**src/inc/sld_consts.vh**
```
// Constants for the serial LED sink driver control block
`ifndef SLD_CONSTS_VH
`define SLD_CONSTS_VH

`define SLD_CHAN_W       8
`define SLD_FIFO_DEPTH   16
`define SLD_FIFO_AW      4
`define SLD_SYNC_W       12
`define SLD_SHREG_RST    8'h00
`define SLD_OUT_LATCH_RST 8'h00
`define SLD_GAIN_RST     8'hff
`define SLD_ERR_RST      8'h00
`define SLD_BITCNT_W     4
`define SLD_BITCNT_FULL  4'h8
`define SLD_SWITCH_PAT   3'h5

`endif

```
**src/rtl/sld_sync.v**
```verilog
// Two-stage synchroniser for pin inputs
`timescale 1ns/1ps
`default_nettype none
module sld_sync #(
    parameter W = 1
) (
    input  wire         i_mclk,
    input  wire         i_srst,
    input  wire [W-1:0] i_async,
    output wire [W-1:0] o_sync
);
    reg [W-1:0] meta_r;
    reg [W-1:0] sync_r;

    always @(posedge i_mclk) begin
        if (i_srst) begin
            meta_r <= {W{1'b0}};
            sync_r <= {W{1'b0}};
        end else begin
            meta_r <= i_async;
            sync_r <= meta_r;
        end
    end

    assign o_sync = sync_r;
endmodule
`default_nettype wire

```
**src/rtl/sld_fifo.v**
```verilog
// Synchronous FIFO with valid/ready on both sides and a flush
`timescale 1ns/1ps
`default_nettype none
module sld_fifo #(
    parameter W     = 8,
    parameter DEPTH = 16,
    parameter AW    = 4
) (
    input  wire         i_mclk,
    input  wire         i_srst,
    input  wire         i_flush,
    input  wire [W-1:0] i_in_data,
    input  wire         i_in_valid,
    output wire         o_in_ready,
    output wire [W-1:0] o_out_data,
    output wire         o_out_valid,
    input  wire         i_out_ready
);
    // DEPTH must equal 2**AW; the extra pointer bit tells full from empty
    reg [W-1:0] mem [0:DEPTH-1];
    reg [AW:0]  wr_r;
    reg [AW:0]  rd_r;
    wire        full;
    wire        empty;
    wire        push;
    wire        pop;

    assign full        = (wr_r[AW] != rd_r[AW]) && (wr_r[AW-1:0] == rd_r[AW-1:0]);
    assign empty       = (wr_r == rd_r);
    assign o_in_ready  = ~full;
    assign o_out_valid = ~empty;
    assign push        = i_in_valid & ~full;
    assign pop         = i_out_ready & ~empty;
    assign o_out_data  = mem[rd_r[AW-1:0]];

    always @(posedge i_mclk) begin
        if (push) begin
            mem[wr_r[AW-1:0]] <= i_in_data;
        end
    end

    always @(posedge i_mclk) begin
        if (i_srst || i_flush) begin
            wr_r <= {(AW+1){1'b0}};
            rd_r <= {(AW+1){1'b0}};
        end else begin
            if (push) begin
                wr_r <= wr_r + {{AW{1'b0}}, 1'b1};
            end
            if (pop) begin
                rd_r <= rd_r + {{AW{1'b0}}, 1'b1};
            end
        end
    end
endmodule
`default_nettype wire

```
**src/rtl/sld_top.v**
```verilog
// Control logic of an eight-channel serial LED sink driver
`timescale 1ns/1ps
`default_nettype none
`include "sld_consts.vh"
module sld_top #(
    parameter CHAN_W     = `SLD_CHAN_W,
    parameter FIFO_DEPTH = `SLD_FIFO_DEPTH,
    parameter FIFO_AW    = `SLD_FIFO_AW
) (
    input  wire              i_mclk,
    input  wire              i_srst,
    input  wire              i_serial_clk,
    input  wire              i_serial_in,
    input  wire              i_latch_strobe,
    input  wire              i_latch_strobe_driven,
    input  wire              i_drive_enable_n,
    input  wire              i_drive_enable_n_driven,
    input  wire [CHAN_W-1:0] i_chan_fault,
    output wire              o_serial_out,
    output wire [CHAN_W-1:0] o_sink_channels,
    output wire [CHAN_W-1:0] o_gain_code,
    output wire              o_special_mode,
    output wire              o_mode_switching,
    output wire              o_detect_active,
    output wire              o_err_push_stall
);
    localparam [2:0] ST_NORMAL  = 3'b001;
    localparam [2:0] ST_SWITCH  = 3'b010;
    localparam [2:0] ST_SPECIAL = 3'b100;
    localparam       SYNC_W     = CHAN_W + 4;

    // Pin resolution: an undriven strobe reads low, an undriven enable reads high
    wire le_pin;
    wire oe_n_pin;
    assign le_pin   = i_latch_strobe & i_latch_strobe_driven;
    assign oe_n_pin = i_drive_enable_n | ~i_drive_enable_n_driven;

    // All pins cross into the i_mclk domain together so they stay aligned
    wire [SYNC_W-1:0]      sync_out;
    wire [CHAN_W-1:0]      s_fault;
    wire                   s_sclk;
    wire                   s_sin;
    wire                   s_le;
    wire                   s_oe_n;

    // Enable crosses inverted so a cleared synchroniser reads as blanked: no false rise after reset
    sld_sync #(
        .W (SYNC_W)
    ) u_sync (
        .i_mclk  (i_mclk),
        .i_srst  (i_srst),
        .i_async ({i_chan_fault, i_serial_clk, i_serial_in, le_pin, ~oe_n_pin}),
        .o_sync  (sync_out)
    );

    assign s_fault = sync_out[SYNC_W-1:4];
    assign s_sclk  = sync_out[3];
    assign s_sin   = sync_out[2];
    assign s_le    = sync_out[1];
    assign s_oe_n  = ~sync_out[0];

    // State
    reg [2:0]              state_r;
    reg [2:0]              state_nxt;
    reg                    sclk_d_r;
    reg                    oe_n_d_r;
    reg [1:0]              oe_hist_r;
    reg [CHAN_W-1:0]       shreg_r;
    reg [CHAN_W-1:0]       out_latch_r;
    reg [CHAN_W-1:0]       gain_r;
    reg [CHAN_W-1:0]       err_r;
    reg [CHAN_W-1:0]       sink_r;
    reg [`SLD_BITCNT_W-1:0] bitcnt_r;
    reg                    push_pend_r;

    wire sclk_rise;
    wire oe_n_rise;
    wire switch_req;
    wire in_normal;
    wire in_special;
    wire enter_normal;
    wire detect_on;
    wire readout_done;

    // Error snapshot FIFO signals
    wire              fifo_in_ready;
    wire [CHAN_W-1:0] fifo_out_data;
    wire              fifo_out_valid;
    wire              fifo_pop;

    assign sclk_rise  = s_sclk & ~sclk_d_r;
    assign oe_n_rise  = s_oe_n & ~oe_n_d_r;
    assign in_normal  = (state_r == ST_NORMAL);
    assign in_special = (state_r == ST_SPECIAL);

    // Enable was high, low for exactly one clock period, then high again
    assign switch_req = sclk_rise && ({oe_hist_r, s_oe_n} == `SLD_SWITCH_PAT);

    assign enter_normal = (state_r != ST_NORMAL) && (state_nxt == ST_NORMAL);
    assign detect_on    = in_special & ~s_oe_n;

    // A new snapshot is loaded only after the previous one was fully shifted out
    assign readout_done = (bitcnt_r == `SLD_BITCNT_FULL);
    assign fifo_pop     = in_special & fifo_out_valid & readout_done & ~sclk_rise;

    // Mode sequencing
    always @* begin
        state_nxt = state_r;
        case (state_r)
            ST_NORMAL: begin
                if (switch_req) begin
                    state_nxt = ST_SWITCH;
                end
            end
            ST_SWITCH: begin
                if (sclk_rise) begin
                    state_nxt = s_le ? ST_SPECIAL : ST_NORMAL;
                end
            end
            ST_SPECIAL: begin
                if (switch_req) begin
                    state_nxt = ST_SWITCH;
                end
            end
            default: begin
                state_nxt = ST_NORMAL;
            end
        endcase
    end

    always @(posedge i_mclk) begin
        if (i_srst) begin
            state_r   <= ST_NORMAL;
            sclk_d_r  <= 1'b0;
            oe_n_d_r  <= 1'b1;
            oe_hist_r <= 2'b11;
        end else begin
            state_r  <= state_nxt;
            sclk_d_r <= s_sclk;
            oe_n_d_r <= s_oe_n;
            if (sclk_rise) begin
                oe_hist_r <= {oe_hist_r[0], s_oe_n};
            end
        end
    end

    // Shift register: shifts in every mode, loads error snapshots in special mode
    always @(posedge i_mclk) begin
        if (i_srst) begin
            shreg_r  <= `SLD_SHREG_RST;
            bitcnt_r <= `SLD_BITCNT_FULL;
        end else if (fifo_pop) begin
            shreg_r  <= fifo_out_data;
            bitcnt_r <= {`SLD_BITCNT_W{1'b0}};
        end else if (sclk_rise) begin
            shreg_r <= {shreg_r[CHAN_W-2:0], s_sin};
            // Leaving the switch phase always lands on a clock rise; drop any half-read count
            if (enter_normal) begin
                bitcnt_r <= `SLD_BITCNT_FULL;
            end else if (!readout_done) begin
                bitcnt_r <= bitcnt_r + {{(`SLD_BITCNT_W-1){1'b0}}, 1'b1};
            end
        end else if (enter_normal) begin
            bitcnt_r <= `SLD_BITCNT_FULL;
        end
    end

    // Last stage drives the cascade or the readback path
    assign o_serial_out = shreg_r[CHAN_W-1];

    // The output latch in normal mode and the gain latch in special mode are transparent while the strobe is high; both hold when it drops.
    // They follow the registered shift contents, so they lag a shift by one i_mclk.
    always @(posedge i_mclk) begin
        if (i_srst) begin
            out_latch_r <= `SLD_OUT_LATCH_RST;
            gain_r      <= `SLD_GAIN_RST;
        end else if (s_le) begin
            if (in_normal) begin
                out_latch_r <= shreg_r;
            end else if (in_special) begin
                gain_r <= shreg_r;
            end
        end
    end

    // Gain code drives the analog regulator: 256 steps from 1/12 to 127/128
    assign o_gain_code = gain_r;

    // Sticky per-channel error register, cleared when normal mode resumes
    always @(posedge i_mclk) begin
        if (i_srst) begin
            err_r <= `SLD_ERR_RST;
        end else if (enter_normal) begin
            err_r <= `SLD_ERR_RST;
        end else if (detect_on) begin
            err_r <= err_r | s_fault;
        end
    end

    // End of a detection window queues a snapshot; a full FIFO holds it back
    always @(posedge i_mclk) begin
        if (i_srst) begin
            push_pend_r <= 1'b0;
        end else if (enter_normal) begin
            push_pend_r <= 1'b0;
        end else if (in_special && oe_n_rise) begin
            push_pend_r <= 1'b1;
        end else if (fifo_in_ready) begin
            push_pend_r <= 1'b0;
        end
    end

    sld_fifo #(
        .W     (CHAN_W),
        .DEPTH (FIFO_DEPTH),
        .AW    (FIFO_AW)
    ) u_err_fifo (
        .i_mclk      (i_mclk),
        .i_srst      (i_srst),
        .i_flush     (enter_normal),
        .i_in_data   (err_r),
        .i_in_valid  (push_pend_r),
        .o_in_ready  (fifo_in_ready),
        .o_out_data  (fifo_out_data),
        .o_out_valid (fifo_out_valid),
        .i_out_ready (fifo_pop)
    );

    // Channel drive: blanked while the enable is high in every mode
    always @(posedge i_mclk) begin
        if (i_srst) begin
            sink_r <= {CHAN_W{1'b0}};
        end else if (s_oe_n) begin
            sink_r <= {CHAN_W{1'b0}};
        end else begin
            sink_r <= out_latch_r;
        end
    end

    assign o_sink_channels  = sink_r;
    assign o_special_mode   = in_special;
    assign o_mode_switching = (state_r == ST_SWITCH);
    assign o_detect_active  = detect_on;
    assign o_err_push_stall = push_pend_r & ~fifo_in_ready;
endmodule
`default_nettype wire

```
**config.mk**
```make
export PLATFORM = sky130hd
export DESIGN_NAME = sld_top
export DESIGN_NICKNAME = d
export VERILOG_FILES = /design/src/rtl/sld_sync.v /design/src/rtl/sld_fifo.v /design/src/rtl/sld_top.v
export VERILOG_INCLUDE_DIRS = /design/src /design/src/inc
export SDC_FILE = /design/constraint.sdc
export NUM_CORES = 1
export LEC_CHECK = 0
export BUFFER_PORTS_ARGS = -buffer_cell sky130_fd_sc_hd__buf_2
export CORE_MARGIN = 3
export CORE_UTILIZATION = 45
export DETAILED_ROUTE_END_ITERATION = 10
export GPL_TIMING_DRIVEN = 1
export HOLD_SLACK_MARGIN = 0.08
export PLACE_DENSITY = 0.59
export SLEW_MARGIN = 30
export SYNTH_ARGS = -nofsm -noshare
export SYNTH_HDL_FRONTEND = slang
export SYNTH_SLANG_ARGS = --single-unit
```
**constraint.sdc**
```tcl
create_clock -name i_mclk -period 2.5 [get_ports i_mclk]
set_clock_uncertainty 0.2 [all_clocks]
set_input_delay 0.125 -clock i_mclk [delete_from_list [all_inputs] [get_ports i_mclk]]
set_output_delay 0.125 -clock i_mclk [all_outputs]
set_load 0.01 [all_outputs]
```
# Word-level counts from Yosys, hierarchy flattened
# Memories as Yosys holds them, arrays and structs flattened. A register that Yosys moved wholly into a read port is not among the register bits.
# Index checks and enable logic that the tools add are counted.
# op_classes
add_sub_neg	3
eq_ne	13
muxes	17
n_bitwise	21
n_reduce_logical	16
# op_table
operator	n
4-bit two-way mux	7
8-bit two-way mux	2
5-bit by 1-bit adder with 5-bit output, second input constant	2
1-bit AND	10
3-bit two-way mux	3
1-bit NOT	9
8-bit bitwise OR	1
2-bit OR reduction	4
3-bit by 1-bit equality test with 1-bit output, second input constant	2
3-bit equality test, second input constant	2
3-bit by 1-bit != test with 1-bit output, second input constant	2
3-bit one-hot mux with 2 select lines	1
2-bit AND reduction	3
5-bit equality test	1
4-bit by 1-bit adder with 4-bit output, second input constant	1
4-bit equality test	1
4-bit equality test, second input constant	1
1-bit logical AND	4
1-bit two-way mux	4
2-bit nonzero test	2
3-bit by 2-bit equality test with 1-bit output, second input constant	1
3-bit AND reduction	1
3-bit nonzero test	1
2-bit by 1-bit != test with 1-bit output, second input constant	1
4 further kinds	4
# word_totals
ff_bits	86
ram_bits	128
out_inout_bits	21
mem_count	1
# memory_table
name	words	word_bits	read_ports	rd_ports_with_merged_regs	wr	line	text
u_err_fifo.mem	16	8	1	1	1	sld_fifo.v:20	reg [W-1:0] mem [0:DEPTH-1];

# Depth between registers and ports, before layout
# Gate-level depths: netlist (run 1).
# logic_depth
ltp_word	10
ltp_mapped	7
depth_no_buf	6

# By module
# Synthesis (run 1) repeated with hierarchy kept, for this count alone.
# unflattened
hier_cells	552
area_unflattened_um2	8572.0
# modules_own_cells
module	n_inst	cells_per_inst	area_each_um2	seq_area_each_um2
sld_fifo	1	283	5816.8	4124.0
sld_top	1	219	2062.0	1041.0
sld_sync	1	50	693.2	480.5

# Worst setup path after synthesis (run 1)
# OpenSTA, ideal clock, no wires.
# synth_path
kind	reg-to-reg
startpoint	register u_err_fifo.wr_r[2]
endpoint	memory u_err_fifo.mem[0][0], enable pin
setup_time_ps	332
t_arrival_ps	1572
setup_slack_ps	396
path_stages_with_launch	7
path_buffers	2
period_less_slack_ps	2104
cell_sequence	dfxtp_1 buf_4 xnor2_1 and4_1 a21oi_2 clkbuf_1 and3_1
# synth_via
elab_chain_len	6
# synth_rtl
item	line	text
start, declared	sld_fifo.v:21	reg [AW:0] wr_r;
start signal, assigned	sld_fifo.v:44	wr_r <= {(AW+1){1'b0}};
start signal, assigned	sld_fifo.v:48	wr_r <= wr_r + {{AW{1'b0}}, 1'b1};
4-bit equality test	sld_fifo.v:28	assign full = (wr_r[AW] != rd_r[AW]) && (wr_r[AW-1:0] == rd_r[AW-1:0]);
1-bit logical AND	sld_fifo.v:28	
1-bit NOT	n/a	
1-bit AND	sld_fifo.v:32	assign push = i_in_valid & ~full;
1-bit two-way mux	sld_fifo.v:37	if (push) begin
1-bit two-way mux (implied by the code)	sld_fifo.v:38	mem[wr_r[AW-1:0]] <= i_in_data;
end, declared	sld_fifo.v:20	
# Parallel ways exist; a longest one is shown, timed or not.

==> out/qor.yml, run 1 <==
grt_start_max_net_pins: 36
syn-num-nets: 590
port_buffers: 36
hold_violations: 0
area_delta_synth_final_pct: 19.3
cts_inserted_buffers: 23
slew_viol_final: 0
ant_nets: 0
root_buffer: "clkbuf_16"
startpoint_type: "flop"
gp_congestion: 0.791
fp-row-count: 48
p_leak_nw: 3.13
powerDensity_nw_per_um2: 742
min_period_ps: 2310
required_ps: 2690
cp_cell_sequence: "buf_4 -> mux4_1 -> o22ai_1 -> nor2_1 -> o221a_2"
final_nets: 679
htree_levels: 1
final_util_pct: 55.8
drive_gt1_share_pct: 20.8
grt_pass1_wl_mm: 28.0
syn_area_per_cell_um2: 14.6
grt.overflow.total: 0
synthCells: 567
grt_pass1_vias: 4898
coreArea_um2: 17700
grt_util_all_layers_pct: 17.9
synth_cell_types: 53
initial_core_util_pct: 46.8
timing.slew.headroom_pct: 47.6
synth_edf_count: 128
ys_ff_latch: 218
tightest_slew_ps: 785
wl_per_cell_um: 19.6
cts.clk_slew.worst_paths_ps: 60
synth_top_area_share_pct: 46.5
vias_per_cell: 5.39
drt_pass1_iterations: 4
synth_flop_cell: "edfxtp_1"
cts_tree: "done"
rsz0062_at_grt: "no"
drc: 0
fp.dieW_um: 141
crit_slowest_cell: "dfxtp_1"
crit_buf_inv: 1
synth_area_um2: 8260
clockBufferDepth: 3
crit_type: "flop to flop"
end_kind: "flop"
fin_tns_setup_ps: 0
vias: 4843
yosys_warnings: 0
cp_top_family: "flip-flops"
place_hpwl_mm: 11.9
holdCritPathClass: "flop to flop"
worstPathArrival_ps: 2500
post_cts.repair.setup_buffers: 0
synth_top_cell_by_area: "edfxtp_1"
setup_viol: 0
antenna_found_initial: 0
slowest_delay_ps: 570
critical_path_peak_fanout: 9
yosysSeqAreaShare_pct: 68.3
vdd_drop_max_mv: 0.465
max_freq_mhz: 433
ios: 37
netlist_top_cells_area: "edfxtp_1 (47%), dfxtp_1 (22%), mux4_2 (6.0%)"
numClockSinks: 218
clock_latency_ps: 500
synth.most_common_cell: "edfxtp_1"
finalCritPeriodShare_pct: 92.4
die-area_um2: 20000
status: "completed"
drt_iter0_markers: 405
die_y_um: 141
insertedDiodeCount: 0
ys_top_cells_by_count: "edfxtp_1 (128), dfxtp_1 (90), nand2_1 (46)"
worst_hold_slack_ps: 234
maxCapViolations: 0
drt_wl_total_mm: 17.6
async_reset_ff_share_pct: 0
## kinds of logic after synthesis
kind of cell	Yosys count	share of synthesized area [%]
AO/OA/AOI/OAI	64	5.56
adder cells (fa/ha/maj)	7	1.06
buffers and inverters	37	2.21
flip-flops	218	68.3
XOR/XNOR	14	1.58
multiplexers	37	9.25
AND/OR/NAND/NOR	190	12.0
## routing by layer
metal | GRT usage [%] | vias up | part of all wire [%]
met4 | 4.29 | 0 | 2.0
met5 | 0 | - | 0
li1 | - | 2282 | -
met2 | 29.5 | 120 | 48
met1 | 25.6 | 2411 | 45
met3 | 2.39 | 30 | 4.7
## final timing paths
check | startpoint | endpoint | slack, ps | cells past startpoint
setup / recovery | flop | shreg_r[4] | 190 | 5
hold / removal | u_sync.meta_r[11] | u_sync.o_sync[11] | 230 | 1
setup reg to reg | flop | shreg_r[4] | 190 | 5
hold reg to reg | u_sync.meta_r[11] | u_sync.o_sync[11] | 230 | 1
## layout make-up
cell class / count / area, µm²
tap: 225 / 282
multi-input combinational: 312 / 2440
inverter: 8 / 30.0
sequential: 218 / 5650
fill: 1441 / 7810
clock inverter: 11 / 134
clock buffer: 31 / 626
timing repair buffer: 93 / 698
## flip-flops by register name, indices dropped and copies added (netlist names), 3 cells and up, named ones only
register         count
u_err_fifo.mem     128
u_sync.meta_r       12
o_gain_code          8
o_sink_channels      8
u_sync.o_sync       12
err_r                8
u_err_fifo.wr_r      5
shreg_r              8
state_r              3
u_err_fifo.rd_r      5
out_latch_r          8
bitcnt_r             4
## where the power goes
part / total [mW] / internal [mW] / switching (mW)
clock network: 3.40 / 2.07 / 1.33
registers: 3.80 / 3.78 / 0.0145
logic: 0.112 / 0.0621 / 0.0502
total: 7.31 / 5.91 / 1.40
## cells in the final DEF (no fill, tap or decap), types with 3 or more instances in the layout
cell | netlist | layout
nand3b_1 | 10 | 10
inv_1 | 8 | 8
nor4_1 | 4 | 4
a2111oi_0 | 3 | 3
nand2b_1 | 5 | 5
a311oi_1 | 3 | 3
o22ai_1 | 8 | 8
edfxtp_1 | 128 | 128
nor2_1 | 40 | 40
dlygate4sd3_1 | 0 | 26
dfxtp_1 | 90 | 90
o221a_2 | 4 | 4
nand3_1 | 5 | 5
and2_1 | 13 | 12
nor2b_1 | 38 | 37
buf_2 | 8 | 36
mux2i_1 | 4 | 4
bufinv_16 | 0 | 3
mux2_2 | 4 | 4
buf_4 | 2 | 29
clkbuf_16 | 0 | 23
a211oi_1 | 9 | 9
and3_1 | 13 | 13
ha_1 | 7 | 7
xor2_1 | 4 | 4
nand2_1 | 46 | 46
mux4_1 | 7 | 7
nor3_1 | 4 | 4
clkbuf_1 | 16 | 6
mux4_2 | 22 | 22
xnor2_1 | 9 | 9
clkinv_2 | 0 | 4
a21oi_1 | 22 | 22
## what timing repair did
item,in CTS,in global routing
endpoints found under the hold margin,26,0
gates resized for setup,0,2
endpoints found under the setup margin,0,4
hold buffers,26,0
## stage by stage
| step | cells | area, µm² | setup slack [ps] | total power, mW |
|---|---|---|---|---|
| 2_1_floorplan | 567 | 8260 | 396 | 3.92 |
| 3_5_place_dp | 830 | 8830 | 119 | 3.96 |
| 6_report | 898 | 9850 | 190 | 7.31 |
| 5_1_grt | 898 | 9850 | 63.0 | 7.55 |
| 4_1_cts | 898 | 9850 | 58.1 | 7.36 |
| 3_3_place_gp | 830 | 8830 | 184 | 3.95 |
Note: power is estimated with default switching activity, not from simulation.
==> run 2, diff against run 1 <==
Clock period 2.5 ns to 2.68 ns, I/O delays scaled along.
==> run 2 against run 1 <==
Fmax is 1.3% lower. First-iteration DRC count decreased by 6.9%. Hold slack improved by 0.92 ps. Highest routed layer unchanged.
==> out/qor.yml, run 2 (same netlist as run 1, synthesis figures left out) <==
post_cts.repair.setup_buffers: 0
vias: 4748
powerDensity_nw_per_um2: 712
rsz0062_at_grt: "no"
drt_wl_total_mm: 17.6
multi_input_area_um2: 2430
mostFrequentLayoutCells: "edfxtp_1 (128), dfxtp_1 (90), nand2_1 (46)"
root_buffer: "clkbuf_16"
die-area_um2: 20000
grt_start_max_net_pins: 36
hp-start: "u_sync.meta_r[5]"
comb_power_share_pct: 1.5
cts_inserted_buffers: 23
finalCritPeriodShare_pct: 87.3
holdPathStages: 1
largest_reg_flops: 128
grt_pass1_wl_mm: 27.4
status: "completed"
grt.overflow.total: 0
final_common_cell: "edfxtp_1"
final_nets: 666
gp_congestion: 0.783
required_ps: 2820
fin_tns_setup_ps: 0
startpoint_type: "flop"
max_freq_mhz: 427
min_delay_worst_endpoint: "u_sync.o_sync[5]"
p_leak_nw: 3.09
timing.slew.headroom_pct: 46.9
ant_nets: 0
crit_type: "flop to flop"
port_buffers: 36
end_kind: "flop"
critical_path_peak_fanout: 18
slew_viol_final: 0
drive_gt1_share_pct: 19.4
switching_share_pct: 18.5
clockBufferDepth: 3
seq_area_um2: 5650
hold_violations: 0
wl_per_cell_um: 19.9
htree_levels: 1
min_period_ps: 2340
rr_worst_depth: 5
die_y_um: 141
grt_util_all_layers_pct: 17.9
antenna_found_initial: 0
drt_pass1_iterations: 4
maxCapViolations: 0
regToRegSetupSlack_ps: 340
grt_pass1_vias: 4735
switchingPower_mw: 1.29
setup_viol: 0
final_util_pct: 55.6
cp_cell_sequence: "buf_4 -> mux4_1 -> mux2_2 -> a211oi_1 -> a311oi_1"
worst_r2r_endpoint: "shreg_r[3]"
vdd_drop_max_mv: 0.644
drt_iter0_markers: 377
ios: 37
slowest_delay_ps: 600
initial_core_util_pct: 46.8
power_frac_seq_pct: 50.7
worst_hold_slack_ps: 235
tightest_slew_ps: 795
cts.clk_slew.worst_paths_ps: 60
insertedDiodeCount: 0
drc: 0
vias_per_cell: 5.37
holdCritPathClass: "flop to flop"
numClockSinks: 218
fp-row-count: 48
fp.dieW_um: 141
coreArea_um2: 17700
clkPwrFrac_pct: 47.8
fillers: 1444
p_int_mw: 5.70
worstPathArrival_ps: 2480
place_hpwl_mm: 11.6
cts_tree: "done"
crit_slowest_cell: "mux4_1"
clock_latency_ps: 490
area_delta_synth_final_pct: 18.8
==> run 2: final cells by class <==
| class | instances | share of cell area [%] |
|---|---|---|
| Timing Repair Buffer | 80 | 5.99 |
| Inverter | 8 | 0.306 |
| Multi-Input combinational cell | 312 | 24.8 |
| Clock inverter | 2 | 0.383 |
| Sequential cell | 218 | 57.6 |
| Tap cell | 225 | 2.87 |
| Clock buffer | 39 | 8.10 |
==> run 2: power by group through the flow <==
stage / Combinational (mW) / Clock [mW] / Sequential (mW)
floorplan: 0.0493 / 0 / 3.61
global placement: 0.0758 / 0 / 3.61
detailed placement: 0.0772 / 0 / 3.61
CTS: 0.105 / 3.39 / 3.54
global route: 0.116 / 3.54 / 3.54
finish: 0.105 / 3.34 / 3.54
==> run 2: per-stage QoR <==
step,power [mW],area [µm²],std cells,worst slack [ps]
after floorplan,3.66,8260,567,576
after global placement,3.69,8720,817,322
after detailed placement,3.69,8720,817,317
after CTS,7.04,9810,884,307
after global routing,7.20,9810,884,220
final,6.99,9810,884,340
==> run 2: timing repair <==
action                                 4_1_cts  5_1_grt
endpoints found under the hold margin       26        0
resized for setup                            0        0
hold buffers                                26        0
==> run 2: worst max-delay path, delay by kind of cell (launching register included) <==
kind                   cells  cell delay (ps)
DFF                        1              310
buffers and inverters      1              310
AOI/OAI and AO/OA          2              450
muxes                      2              920
==> run 2: worst max-delay path by stage <==
stage	slack [ps]	to	cells past startpoint	startpoint
4_1_cts	310	shreg_r[3]	5	flop
2_1_floorplan	580	u_err_fifo.mem[0][0]	6	u_err_fifo.wr_r[2]
6_report	340	shreg_r[3]	5	flop
3_3_place_gp	320	shreg_r[2]	5	flop
5_1_grt	220	shreg_r[2]	7	flop
3_5_place_dp	320	shreg_r[2]	5	flop
==> run 2: routing by layer <==
layer	GRT usage (%)	vias up	share of wire (%)
li1	-	2253	-
met1	24.9	2336	45
met2	29.3	123	48
met3	2.97	36	5.1
met4	4.85	0	2.7
met5	0	-	0
